`config.mk`:
```
export PLATFORM = sky130hd
export DESIGN_NAME = dmds_seq
export DESIGN_NICKNAME = d
export VERILOG_FILES = /design/src/design/dmds_seq.v
export VERILOG_INCLUDE_DIRS = /design/src /design/src/design
export SDC_FILE = /design/constraint.sdc
export NUM_CORES = 1
export LEC_CHECK = 0
export ABC_AREA = 1
export BUFFER_PORTS_ARGS = -buffer_cell sky130_fd_sc_hd__buf_4
export CORE_AREA = 2 2 226 228
export DETAILED_ROUTE_END_ITERATION = 7
export DIE_AREA = 0 0 228 230
export HOLD_SLACK_MARGIN = 0.02
export PLACE_DENSITY = 0.57
export SETUP_SLACK_MARGIN = 0.05
export SLEW_MARGIN = 5
export SYNTH_ARGS = -nofsm -noshare
export SYNTH_HDL_FRONTEND = slang
export SYNTH_SLANG_ARGS = --single-unit
```
`constraint.sdc`:
```
create_clock -name pclk -period 1.97 [get_ports pclk]
set_input_delay 0.2955 -clock pclk [delete_from_list [all_inputs] [get_ports pclk]]
set_output_delay 0.2955 -clock pclk [all_outputs]
set_load 0.01 [all_outputs]
```
`src/design/dmds_map.vh`:
```
// register map, codes and defaults of the microdiagnostic sequencer
// Notes on behaviour
// [RQ1] offset read steps 25 uin, stops
// [RQ2] offset read options: once, continuous, loop
// [RQ3] operator loads cylinder and head bytes
// [RQ4] pattern byte 03, default db
// [RQ5] cylinder limited to 032e or 019a
// [RQ6] repeated read 65535 times, monitors errors
// [RQ7] byte 04 gives read offset, 775 max
// [RQ8] safety test sets, resets, checks latches
// [RQ9] offset test checks on-track drops
// [RQ10] index period measured on track, offset
// [RQ11] output byte display, pointer advances, wraps
// [RQ12] output byte 00 bit layout
// [RQ13] output byte 01 bit layout
// [RQ14] output byte 02 bit layout
// [RQ15] output byte 04 bit layout
// [RQ16] output byte 05 bit layout
// [RQ17] output byte 06 bit layout
// [RQ18] recalibrate returns to cylinder zero
// [RQ19] write head option: all or single
// [RQ20] write options: once, continuous, loop
// [RQ21] parameter pointer advances, resets on routine
// [RQ22] error code latched, loop repeats operation
`ifndef DMDS_MAP_VH
`define DMDS_MAP_VH
// ----------------------------------------
// register offsets
// ----------------------------------------
`define DMDS_CTRL 12'h000
`define DMDS_ROUT 12'h004
`define DMDS_PPTR 12'h008
`define DMDS_PDATA 12'h00c
`define DMDS_ECTL 12'h010
`define DMDS_STAT 12'h014
`define DMDS_ERR 12'h018
`define DMDS_DISP 12'h01c
`define DMDS_PERIOD 12'h020
`define DMDS_CFG 12'h024
// ----------------------------------------
// routine numbers and options
// ----------------------------------------
`define DMDS_R_OFFRD 8'h09
`define DMDS_R_READ 8'h0a
`define DMDS_R_SAFE 8'h0b
`define DMDS_R_OFFS 8'h0d
`define DMDS_R_INDEX 8'h10
`define DMDS_R_DISP 8'h11
`define DMDS_R_RECAL 8'h12
`define DMDS_R_WRITE 8'h13
`define DMDS_EC_ONCE 8'h00
`define DMDS_EC_CONT 8'h01
`define DMDS_EC_LOOP 8'h02
`define DMDS_EC_LINK 8'h80
`define DMDS_PAT_DEF 8'hdb
`define DMDS_OFF_STEP 10'h019
`define DMDS_OFF_END 10'h12c
`define DMDS_OFF_MAX 10'h307
`define DMDS_CYL_BIG 10'h32e
`define DMDS_CYL_SMALL 10'h19a
`define DMDS_READS 16'hffff
`define DMDS_NHEADS 8'h12
`define DMDS_NOUT 3'h7
// error codes
`define DMDS_E_NONE 8'h00
`define DMDS_E_UNSAFE 8'h01
`define DMDS_E_CMP 8'h02
`define DMDS_E_LATCH 8'h03
`define DMDS_E_ONTRK 8'h04
`define DMDS_E_INDEX 8'h05
`define DMDS_E_RECAL 8'h06
`define DMDS_E_WRITE 8'h07
`define DMDS_E_CYL 8'h08
`define DMDS_E_RDERR 8'h09
`endif

```
`src/design/dmds_seq.v`:
```
// microdiagnostic sequencer: apb registers, routine engine, output byte display
//
// Implementation choices: the APB interface to the registers and the placing of the registers.

`timescale 1ns/100ps
`include "dmds_map.vh"

module dmds_seq #(
    parameter IDX_TIMEOUT = 32'd5000000
) (
    // apb
    input wire pclk,
    input wire presetn,
    input wire psel,
    input wire penable,
    input wire pwrite,
    input wire [11:0] paddr,
    input wire [31:0] pwdata,
    output reg [31:0] prdata,
    output reg pready,
    output reg pslverr,

    // drive status lines, asynchronous
    input wire [55:0] drive_lines,
    input wire index_pulse,
    input wire on_track,
    input wire op_done,
    input wire op_error,
    input wire cmp_ok,
    input wire latch_ok,

    // drive commands
    output reg op_start,
    output reg [3:0] op_code,
    output reg [9:0] op_cyl,
    output reg [7:0] op_head,
    output reg [7:0] op_pattern,
    output reg [10:0] op_offset,
    output reg running,
    output reg error_led
);

// ----------------------------------------
// synchronisers, three stages
// ----------------------------------------
reg [61:0] s1, s2, s3, stable;
wire [61:0] raw_in = {drive_lines, index_pulse, on_track, op_done, op_error, cmp_ok, latch_ok};
always @(posedge pclk or negedge presetn) begin
    if (!presetn) begin
        s1 <= 62'h0;
        s2 <= 62'h0;
        s3 <= 62'h0;
        stable <= 62'h0;
    end else begin
        s1 <= raw_in;
        s2 <= s1;
        s3 <= s2;
        // a level counts once two stages agree; one-cycle glitches are dropped
        stable <= (s2 & s3) | (stable & (s2 | s3));
    end
end

wire [55:0] lines = stable[61:6];
wire idx = stable[5];
wire ontrk = stable[4];
wire done = stable[3];
wire err = stable[2];
wire cmp = stable[1];
wire lok = stable[0];
reg idx_d, done_d;
wire idx_rise = idx & ~idx_d;
wire done_rise = done & ~done_d;

// ----------------------------------------
// output bytes, bit 0 unused
// ----------------------------------------
wire [7:0] ob [0:6];
assign ob[0] = {lines[5:0], 2'h0} & 8'hfc; // RQ12
assign ob[1] = {lines[11:9], 1'b0, lines[8:6], 1'b0}; // RQ13
assign ob[2] = {lines[17:13], 1'b0, lines[12], 1'b0}; // RQ14
assign ob[3] = {lines[23], 1'b0, lines[22:19], 2'h0};
assign ob[4] = {lines[30:24], 1'b0}; // RQ15
assign ob[5] = {lines[37:31], 1'b0}; // RQ16
assign ob[6] = {lines[44:38], 1'b0}; // RQ17

// ----------------------------------------
// registers
// ----------------------------------------
reg [7:0] routine, ectl, pptr, err_code, disp, outptr;
reg [7:0] pbyte [0:4];
reg pat_set, big_model, go;
reg [31:0] period;
wire wr = psel & penable & pwrite & pready;
wire rd_acc = psel & ~penable;
wire mapped = (paddr[11:6] == 6'h0) && (paddr[5:2] <= 4'h9) && (paddr[1:0] == 2'h0);
wire [9:0] cyl = {pbyte[0][1:0], pbyte[1]};
wire [9:0] cyl_max = big_model ? `DMDS_CYL_BIG : `DMDS_CYL_SMALL;

// ----------------------------------------
// engine states
// ----------------------------------------
localparam ST_IDLE = 3'h0;
localparam ST_ISSUE = 3'h1;
localparam ST_WAIT = 3'h2;
localparam ST_NEXT = 3'h3;
localparam ST_IDX = 3'h4;
localparam ST_STOP = 3'h5;

reg [2:0] state;
reg [15:0] reads;
reg [1:0] phase;
reg [31:0] cnt;
reg idx_seen;

// offset magnitude in microinches, sign in bit 10
// byte 04: bit 7 picks the direction, the low bits give the amount
wire [9:0] off_mag = {3'h0, pbyte[4][6:0]};
reg [9:0] off_acc;
wire fail = err | (op_code == 4'h1 && !cmp) | (op_code == 4'h3 && !lok)
    | (op_code == 4'h4 && ontrk);
wire [7:0] fail_code = err ? `DMDS_E_UNSAFE : (op_code == 4'h1) ? `DMDS_E_CMP
    : (op_code == 4'h3) ? `DMDS_E_LATCH : `DMDS_E_ONTRK;

// ----------------------------------------
// register bus and routine engine
// ----------------------------------------
integer k;
always @(posedge pclk or negedge presetn) begin
    if (!presetn) begin
        prdata <= 32'h0;
        pready <= 1'b0;
        pslverr <= 1'b0;
        routine <= 8'h0;
        ectl <= `DMDS_EC_ONCE;
        pptr <= 8'h0;
        for (k = 0; k < 5; k = k + 1)
            pbyte[k] <= 8'h0;
        pat_set <= 1'b0;
        big_model <= 1'b1;
        go <= 1'b0;
        err_code <= `DMDS_E_NONE;
        disp <= 8'h0;
        outptr <= 8'h0;
        period <= 32'h0;
        state <= ST_IDLE;
        op_start <= 1'b0;
        op_code <= 4'h0;
        op_cyl <= 10'h0;
        op_head <= 8'h0;
        op_pattern <= `DMDS_PAT_DEF;
        op_offset <= 11'h0;
        running <= 1'b0;
        error_led <= 1'b0;
        reads <= 16'h0;
        phase <= 2'h0;
        cnt <= 32'h0;
        off_acc <= 10'h0;
        idx_seen <= 1'b0;
        idx_d <= 1'b0;
        done_d <= 1'b0;
    end else begin
        idx_d <= idx;
        done_d <= done;
        op_start <= 1'b0;
        go <= 1'b0;

        // apb: no wait state, ready in the first access cycle
        pready <= psel & ~penable;
        pslverr <= psel & ~penable & ~mapped;
        if (rd_acc) begin
            case (paddr)
                `DMDS_CTRL: prdata <= {30'h0, big_model, 1'b0};
                `DMDS_ROUT: prdata <= {24'h0, routine};
                `DMDS_PPTR: prdata <= {24'h0, pptr};
                `DMDS_PDATA: prdata <= (pptr < 8'h5) ? {24'h0, pbyte[pptr[2:0]]} : 32'h0;
                `DMDS_ECTL: prdata <= {24'h0, ectl};
                `DMDS_STAT: prdata <= {29'h0, state};
                `DMDS_ERR: prdata <= {24'h0, err_code};
                `DMDS_DISP: prdata <= {16'h0, outptr, disp};
                `DMDS_PERIOD: prdata <= period;
                default: prdata <= 32'h0;
            endcase
        end
        if (wr && mapped) begin
            case (paddr)
                `DMDS_CTRL: begin
                    go <= pwdata[0];
                    big_model <= pwdata[1];
                    if (pwdata[2])
                        state <= ST_STOP;
                end
                `DMDS_ROUT: begin
                    routine <= pwdata[7:0];
                    pptr <= 8'h0; // RQ21
                    pat_set <= 1'b0;
                    ectl <= (pwdata[7:0] == `DMDS_R_READ) ? `DMDS_EC_CONT
                        : (pwdata[7:0] == `DMDS_R_SAFE || pwdata[7:0] == `DMDS_R_OFFS
                        || pwdata[7:0] == `DMDS_R_INDEX) ? `DMDS_EC_LINK : `DMDS_EC_ONCE;
                end
                `DMDS_PPTR: pptr <= pwdata[7:0];
                `DMDS_PDATA: begin
                    if (pptr < 8'h5)
                        pbyte[pptr[2:0]] <= pwdata[7:0];
                    if (pptr == 8'h3 && pwdata[7:0] != 8'h0)
                        pat_set <= 1'b1;
                    pptr <= pptr + 8'h1; // RQ21
                end
                `DMDS_ECTL: ectl <= pwdata[7:0];
                default: ;
            endcase
        end

        // a stop written while the engine moves on by itself is lost; repeat it
        case (state)
            ST_IDLE: begin
                if (go) begin
                    err_code <= `DMDS_E_NONE;
                    error_led <= 1'b0;
                    op_cyl <= cyl;
                    op_head <= pbyte[2];
                    op_pattern <= pat_set ? pbyte[3] : `DMDS_PAT_DEF; // RQ4
                    off_acc <= 10'h0;
                    reads <= 16'h0;
                    phase <= 2'h0;
                    if (routine == `DMDS_R_DISP) begin
                        // RQ11
                        if (pbyte[0] < {5'h0, `DMDS_NOUT} - 8'h1)
                            outptr <= pbyte[0] + 8'h1;
                        else if (pbyte[0] < {5'h0, `DMDS_NOUT})
                            outptr <= 8'h0;
                        else
                            outptr <= 8'h1;
                        disp <= ob[(pbyte[0] < {5'h0, `DMDS_NOUT}) ? pbyte[0][2:0] : 3'h0];
                    end else if (cyl > cyl_max && routine != `DMDS_R_RECAL
                        && routine != `DMDS_R_SAFE && routine != `DMDS_R_INDEX) begin
                        err_code <= `DMDS_E_CYL; // RQ5
                        error_led <= 1'b1;
                    end else if (routine == `DMDS_R_INDEX) begin
                        running <= 1'b1; // RQ10
                        cnt <= 32'h0;
                        idx_seen <= 1'b0;
                        state <= ST_IDX;
                    end else begin
                        running <= 1'b1;
                        state <= ST_ISSUE;
                    end
                end else if (routine == `DMDS_R_DISP && wr && paddr == `DMDS_DISP) begin
                    // RQ11
                    disp <= ob[outptr[2:0]];
                    outptr <= (outptr + 8'h1 >= {5'h0, `DMDS_NOUT}) ? 8'h0 : outptr + 8'h1;
                end
            end

            ST_ISSUE: begin
                op_start <= 1'b1;
                case (routine)
                    `DMDS_R_OFFRD: begin
                        op_code <= 4'h1; // RQ1
                        op_offset <= {1'b1, off_acc};
                    end

                    `DMDS_R_READ: begin
                        op_code <= 4'h1; // RQ7
                        op_offset <= {pbyte[4][7], (off_mag > `DMDS_OFF_MAX)
                            ? `DMDS_OFF_MAX : off_mag};
                    end
                    `DMDS_R_SAFE: op_code <= 4'h3; // RQ8

                    `DMDS_R_OFFS: begin
                        op_code <= 4'h4; // RQ9
                        op_offset <= {1'b0, `DMDS_OFF_STEP};
                    end

                    `DMDS_R_RECAL: begin
                        op_code <= 4'h5; // RQ18
                        op_cyl <= 10'h0;
                    end
                    `DMDS_R_WRITE: op_code <= 4'h2;
                    default: op_code <= 4'h0;
                endcase
                state <= ST_WAIT;
            end

            ST_WAIT: begin
                if (done_rise) begin
                    if (fail) begin
                        err_code <= fail_code; // RQ22
                        error_led <= 1'b1;
                        state <= (ectl == `DMDS_EC_LOOP) ? ST_ISSUE : ST_STOP;
                    end else
                        state <= ST_NEXT;
                end
            end

            ST_NEXT: begin
                state <= ST_STOP;
                case (routine)
                    `DMDS_R_OFFRD: begin
                        // RQ1 RQ2
                        if (off_acc + `DMDS_OFF_STEP <= `DMDS_OFF_END) begin
                            off_acc <= off_acc + `DMDS_OFF_STEP;
                            state <= ST_ISSUE;
                        end else if (ectl == `DMDS_EC_CONT || ectl == `DMDS_EC_LOOP) begin
                            off_acc <= 10'h0;
                            state <= ST_ISSUE;
                        end
                    end

                    `DMDS_R_READ: begin
                        reads <= reads + 16'h1; // RQ6
                        if (reads + 16'h1 < `DMDS_READS)
                            state <= ST_ISSUE;
                    end

                    `DMDS_R_SAFE: begin
                        phase <= phase + 2'h1; // RQ8
                        if (phase != 2'h3 || ectl == `DMDS_EC_LOOP)
                            state <= ST_ISSUE;
                    end

                    `DMDS_R_WRITE: begin
                        // RQ19 RQ20
                        if (!pbyte[4][7] && op_head < `DMDS_NHEADS) begin
                            op_head <= op_head + 8'h1;
                            state <= ST_ISSUE;
                        end else if (ectl == `DMDS_EC_CONT || ectl == `DMDS_EC_LOOP) begin
                            op_head <= pbyte[2];
                            state <= ST_ISSUE;
                        end
                    end

                    default: begin
                        if (ectl == `DMDS_EC_CONT)
                            state <= ST_ISSUE;
                    end
                endcase
            end

            ST_IDX: begin
                // RQ10: phase 0 on track, phase 1 with offset commanded
                cnt <= cnt + 32'h1;
                if (idx_rise) begin
                    // the rising edge is already the first cycle of the next period
                    cnt <= 32'h1;
                    idx_seen <= 1'b1;
                    if (idx_seen) begin
                        period <= cnt;
                        if (phase == 2'h0) begin
                            phase <= 2'h1;
                            idx_seen <= 1'b0;
                            op_code <= 4'h4;
                            op_offset <= {1'b0, `DMDS_OFF_STEP};
                            op_start <= 1'b1;
                        end else
                            state <= (ectl == `DMDS_EC_CONT) ? ST_IDX : ST_STOP;
                    end
                end else if (cnt >= IDX_TIMEOUT) begin
                    err_code <= `DMDS_E_INDEX; // RQ22
                    error_led <= 1'b1;
                    cnt <= 32'h0;
                    state <= (ectl == `DMDS_EC_LOOP) ? ST_IDX : ST_STOP;
                end
            end

            ST_STOP: begin
                running <= 1'b0;
                // heads come back on track once a routine ends
                op_offset <= 11'h0;
                state <= ST_IDLE;
            end

            default: state <= ST_IDLE;
        endcase
    end
end
endmodule // dmds_seq

```
==> results.json <==
{
  "wl_um": 55820,
  "gr-total-overflow": 0,
  "num_vias": 16410,
  "worstMarginPinSlew_ns": 0.6600,
  "fin_util": 0.5321,
  "diodes": 0,
  "cp-end-kind": "register",
  "grt_pass1_vias": 16300,
  "grt_max_degree": 67,
  "start_kind": "register",
  "r2r_start": "big_model$_DFFE_PN1P_",
  "failed_checks": "setup timing",
  "antenna_found_initial": 2,
  "setup_viol": 4,
  "critPathLaunch": "big_model$_DFFE_PN1P_",
  "area_growth_pct": 33.85,
  "ir_drop_mv": 0.7633,
  "netlist.area_leader.share": 0.5732,
  "cp.required_ns": 2.47,
  "max-clock-path-buffers": 3,
  "fin_crit_sh": 1.032,
  "drtIter0Drc": 1245,
  "cts_buffers": 50,
  "ys_seq_area_frac": 0.5825,
  "hold_viol_final": 0,
  "gr-usage-met2": 0.3481,
  "status": "finished with violations",
  "fp.dieH_um": 230,
  "synth_warnings": 0,
  "syn_inst": 2100,
  "fmax_ghz": 0.4917,
  "synth_area_leaders": "dfrtp_1, nand2_1, inv_1",
  "grt_util_met1": 0.2929,
  "min_from": "psel",
  "slew_violations": 0,
  "crit_chain": "buf_6, ha_4, nand2_2, inv_1, o21bai_4, nand4_1, buf_6, nand2_4, nand2_2, nand2_1, nand2_1, nand2_1, nand2_1, nor2_1, nand2_1",
  "power_uw": 20390,
  "placed_area_mm2": 0.02325,
  "crit_top_cell": "nand2_1",
  "htreeDepth": 2,
  "dr.pass1.iters": 7,
  "cts_sinks": 461,
  "timing.final.ws_setup_ns": -0.06392,
  "skew_ns": 0.01972,
  "io_pins": 189,
  "synth_cell_types": 60,
  "ys.flop_type": "dfrtp_1",
  "final_layout_size_suffix_gt1_frac": 0.2600,
  "chipWidth_um": 228,
  "synth_common_cells": "dfrtp_1, nand2_1, inv_1",
  "ys_ff_latch": 461,
  "yosys.cell_count.top_type": "dfrtp_1",
  "drc_errors": 0,
  "leakage_uw": 0.01246,
  "drt-wirelength-per-cell_um": 17.20,
  "dpl.hpwl_um": 40000,
  "rsz0062_at_grt": "yes",
  "syn-cell-area_mm2": 0.01982,
  "use_met3": 0.03038,
  "crit_path_max_incr_delay_ns": 0.57,
  "antenna_left": 0,
  "finalInstanceArea_mm2": 0.02653,
  "relSlewSlack": 0.5600,
  "grt_usage": 0.2119,
  "yosysTopAreaCell": "dfrtp_1",
  "max_cap_violations": 0,
  "critPathBufInv": 3,
  "vias_per_cell": 5.056,
  "port_buffers": 151,
  "path_class": "reg -> reg",
  "finalNetCount": 2662,
  "avgSynthCellArea_um2": 9.438,
  "clk_pin_slew_ns": 0.06,
  "worstPathMaxFanout": 2,
  "arrival_ns": 2.53,
  "gr-max-usage-layer": "met2",
  "synth-edff-count": 0,
  "clock_latency_ns": 0.61,
  "core_mm2": 0.04986,
  "gp_congestion": 0.9195,
  "min_path_type": "in -> reg",
  "crit_slowest_cell": "dfstp_2",
  "synth_nets": 2230,
  "grt_pass1_wl_um": 89070,
  "ctsRootBufferMaster": "clkbuf_16",
  "dp_slack_ns": -0.2845,
  "num_rows": 82,
  "postSynth.asyncResetShare": 1.000,
  "powerDensity_mw_per_mm2": 768.4,
  "cpLargestDelayFamily": "simple AND/OR/NAND/NOR gates",
  "period_needed_ns": 2.034,
  "start_util": 0.3975,
  "cts_tree": "yes",
  "dieArea_mm2": 0.05244
}
## state kept, by name (all words and copies together), names as in the netlist, 8 cells and up
register and flops:
op_pattern 8, s3 50, outptr 8, off_acc 10, routine 8, period 32, reads 16, ectl 8
op_cyl 10, prdata 32, stable 50, s2 50, cyl 10, pbyte 23, op_head 8, pptr 8
cnt 32, s1 50, op_offset 11
## final cells by class
| type | instances | area [um2] |
|---|---|---|
| clock buffers | 69 | 1433 |
| clock inverters | 24 | 282.8 |
| fillers | 4589 | 23330 |
| inverters | 252 | 967.2 |
| multi-input cells | 1335 | 7760 |
| flip-flops and latches | 461 | 11550 |
| well taps | 672 | 840.8 |
| repair buffers | 432 | 3699 |
## routing by layer
metal  up-vias  part of all wire
li1       7881                 -
met1      8041              0.45
met2       405              0.48
met3        77             0.049
met4         4             0.021
met5         -           0.00050
## cells in the final DEF, fill, tap and decap left out, types with 12 or more instances in the layout
| cell type | n |
|---|---|
| a21oi_1 | 40 |
| a31oi_1 | 13 |
| buf_12 | 18 |
| buf_4 | 343 |
| buf_6 | 14 |
| clkbuf_16 | 52 |
| clkinv_2 | 12 |
| dfrtp_1 | 451 |
| dlygate4sd3_1 | 54 |
| inv_1 | 222 |
| inv_2 | 18 |
| maj3_1 | 50 |
| nand2_1 | 413 |
| nand2_2 | 28 |
| nand3_1 | 97 |
| nand4_1 | 51 |
| nor2_1 | 134 |
| nor2_2 | 17 |
| nor2_4 | 19 |
| nor3_1 | 21 |
| nor3_2 | 12 |
| o211ai_1 | 25 |
| o21ai_0 | 149 |
| o21ai_1 | 37 |
| o21ai_2 | 22 |
| o22ai_1 | 52 |
| xor2_1 | 25 |
## worst paths after layout
check                                endpoint  slack (ns)  depth (start not counted)
min in group asynchronous    s1[14]$_DFF_PN0_        0.28                          2
hold / removal               pready$_DFF_PN0_        0.09                          4
setup reg to reg           state[2]$_DFF_PN0_       -0.06                         15
setup / recovery           state[2]$_DFF_PN0_       -0.06                         15
hold reg to reg               s2[3]$_DFF_PN0_        0.34                          0
max in group asynchronous    s3[25]$_DFF_PN0_        0.95                          3
## metrics by stage
stage	setup TNS, ns	hold slack [ns]	std cells
3_5_place_dp	-2.394	0.3347	3070
4_1_cts	-0.04639	0.07030	3222
5_1_grt	-2.058	0.08533	3245
6_report	-0.08437	0.09162	3245
2_1_floorplan	0	-0.00009107	2100
3_3_place_gp	-2.107	0.3279	3070
## power breakdown
group / internal (uW) / total [uW] / switching, uW
Combinational: 368 / 824 / 456
Clock: 5670 / 9650 / 3980
Sequential: 9740 / 9910 / 169
## tightest hold or removal path, stage by stage
cell    delay, ns
buf_4        0.11
inv_1        0.04
nor2_1       0.04
buf_4        0.16
## logic make-up after synthesis
group / after synthesis / share of synthesized area
adder cells (fa/ha/maj): 69 / 0.03725
flip-flops: 461 / 0.5825
other: 1 / 0.0001892
AO/OA/AOI/OAI: 382 / 0.1139
buffers and inverters: 306 / 0.06174
XOR/XNOR: 29 / 0.01282
AND/OR/NAND/NOR: 852 / 0.1917
## timing repair
action | CTS | global route
endpoints found under the setup margin | 92 | 171
endpoints found under the hold margin | 100 | 0
gates resized for setup | 51 | 158
hold buffers | 54 | 0
buffers inserted | 5 | 19
pin swaps | 15 | 54
gates cloned | 0 | 4
No activity file was read; power rests on OpenSTA's default activity.
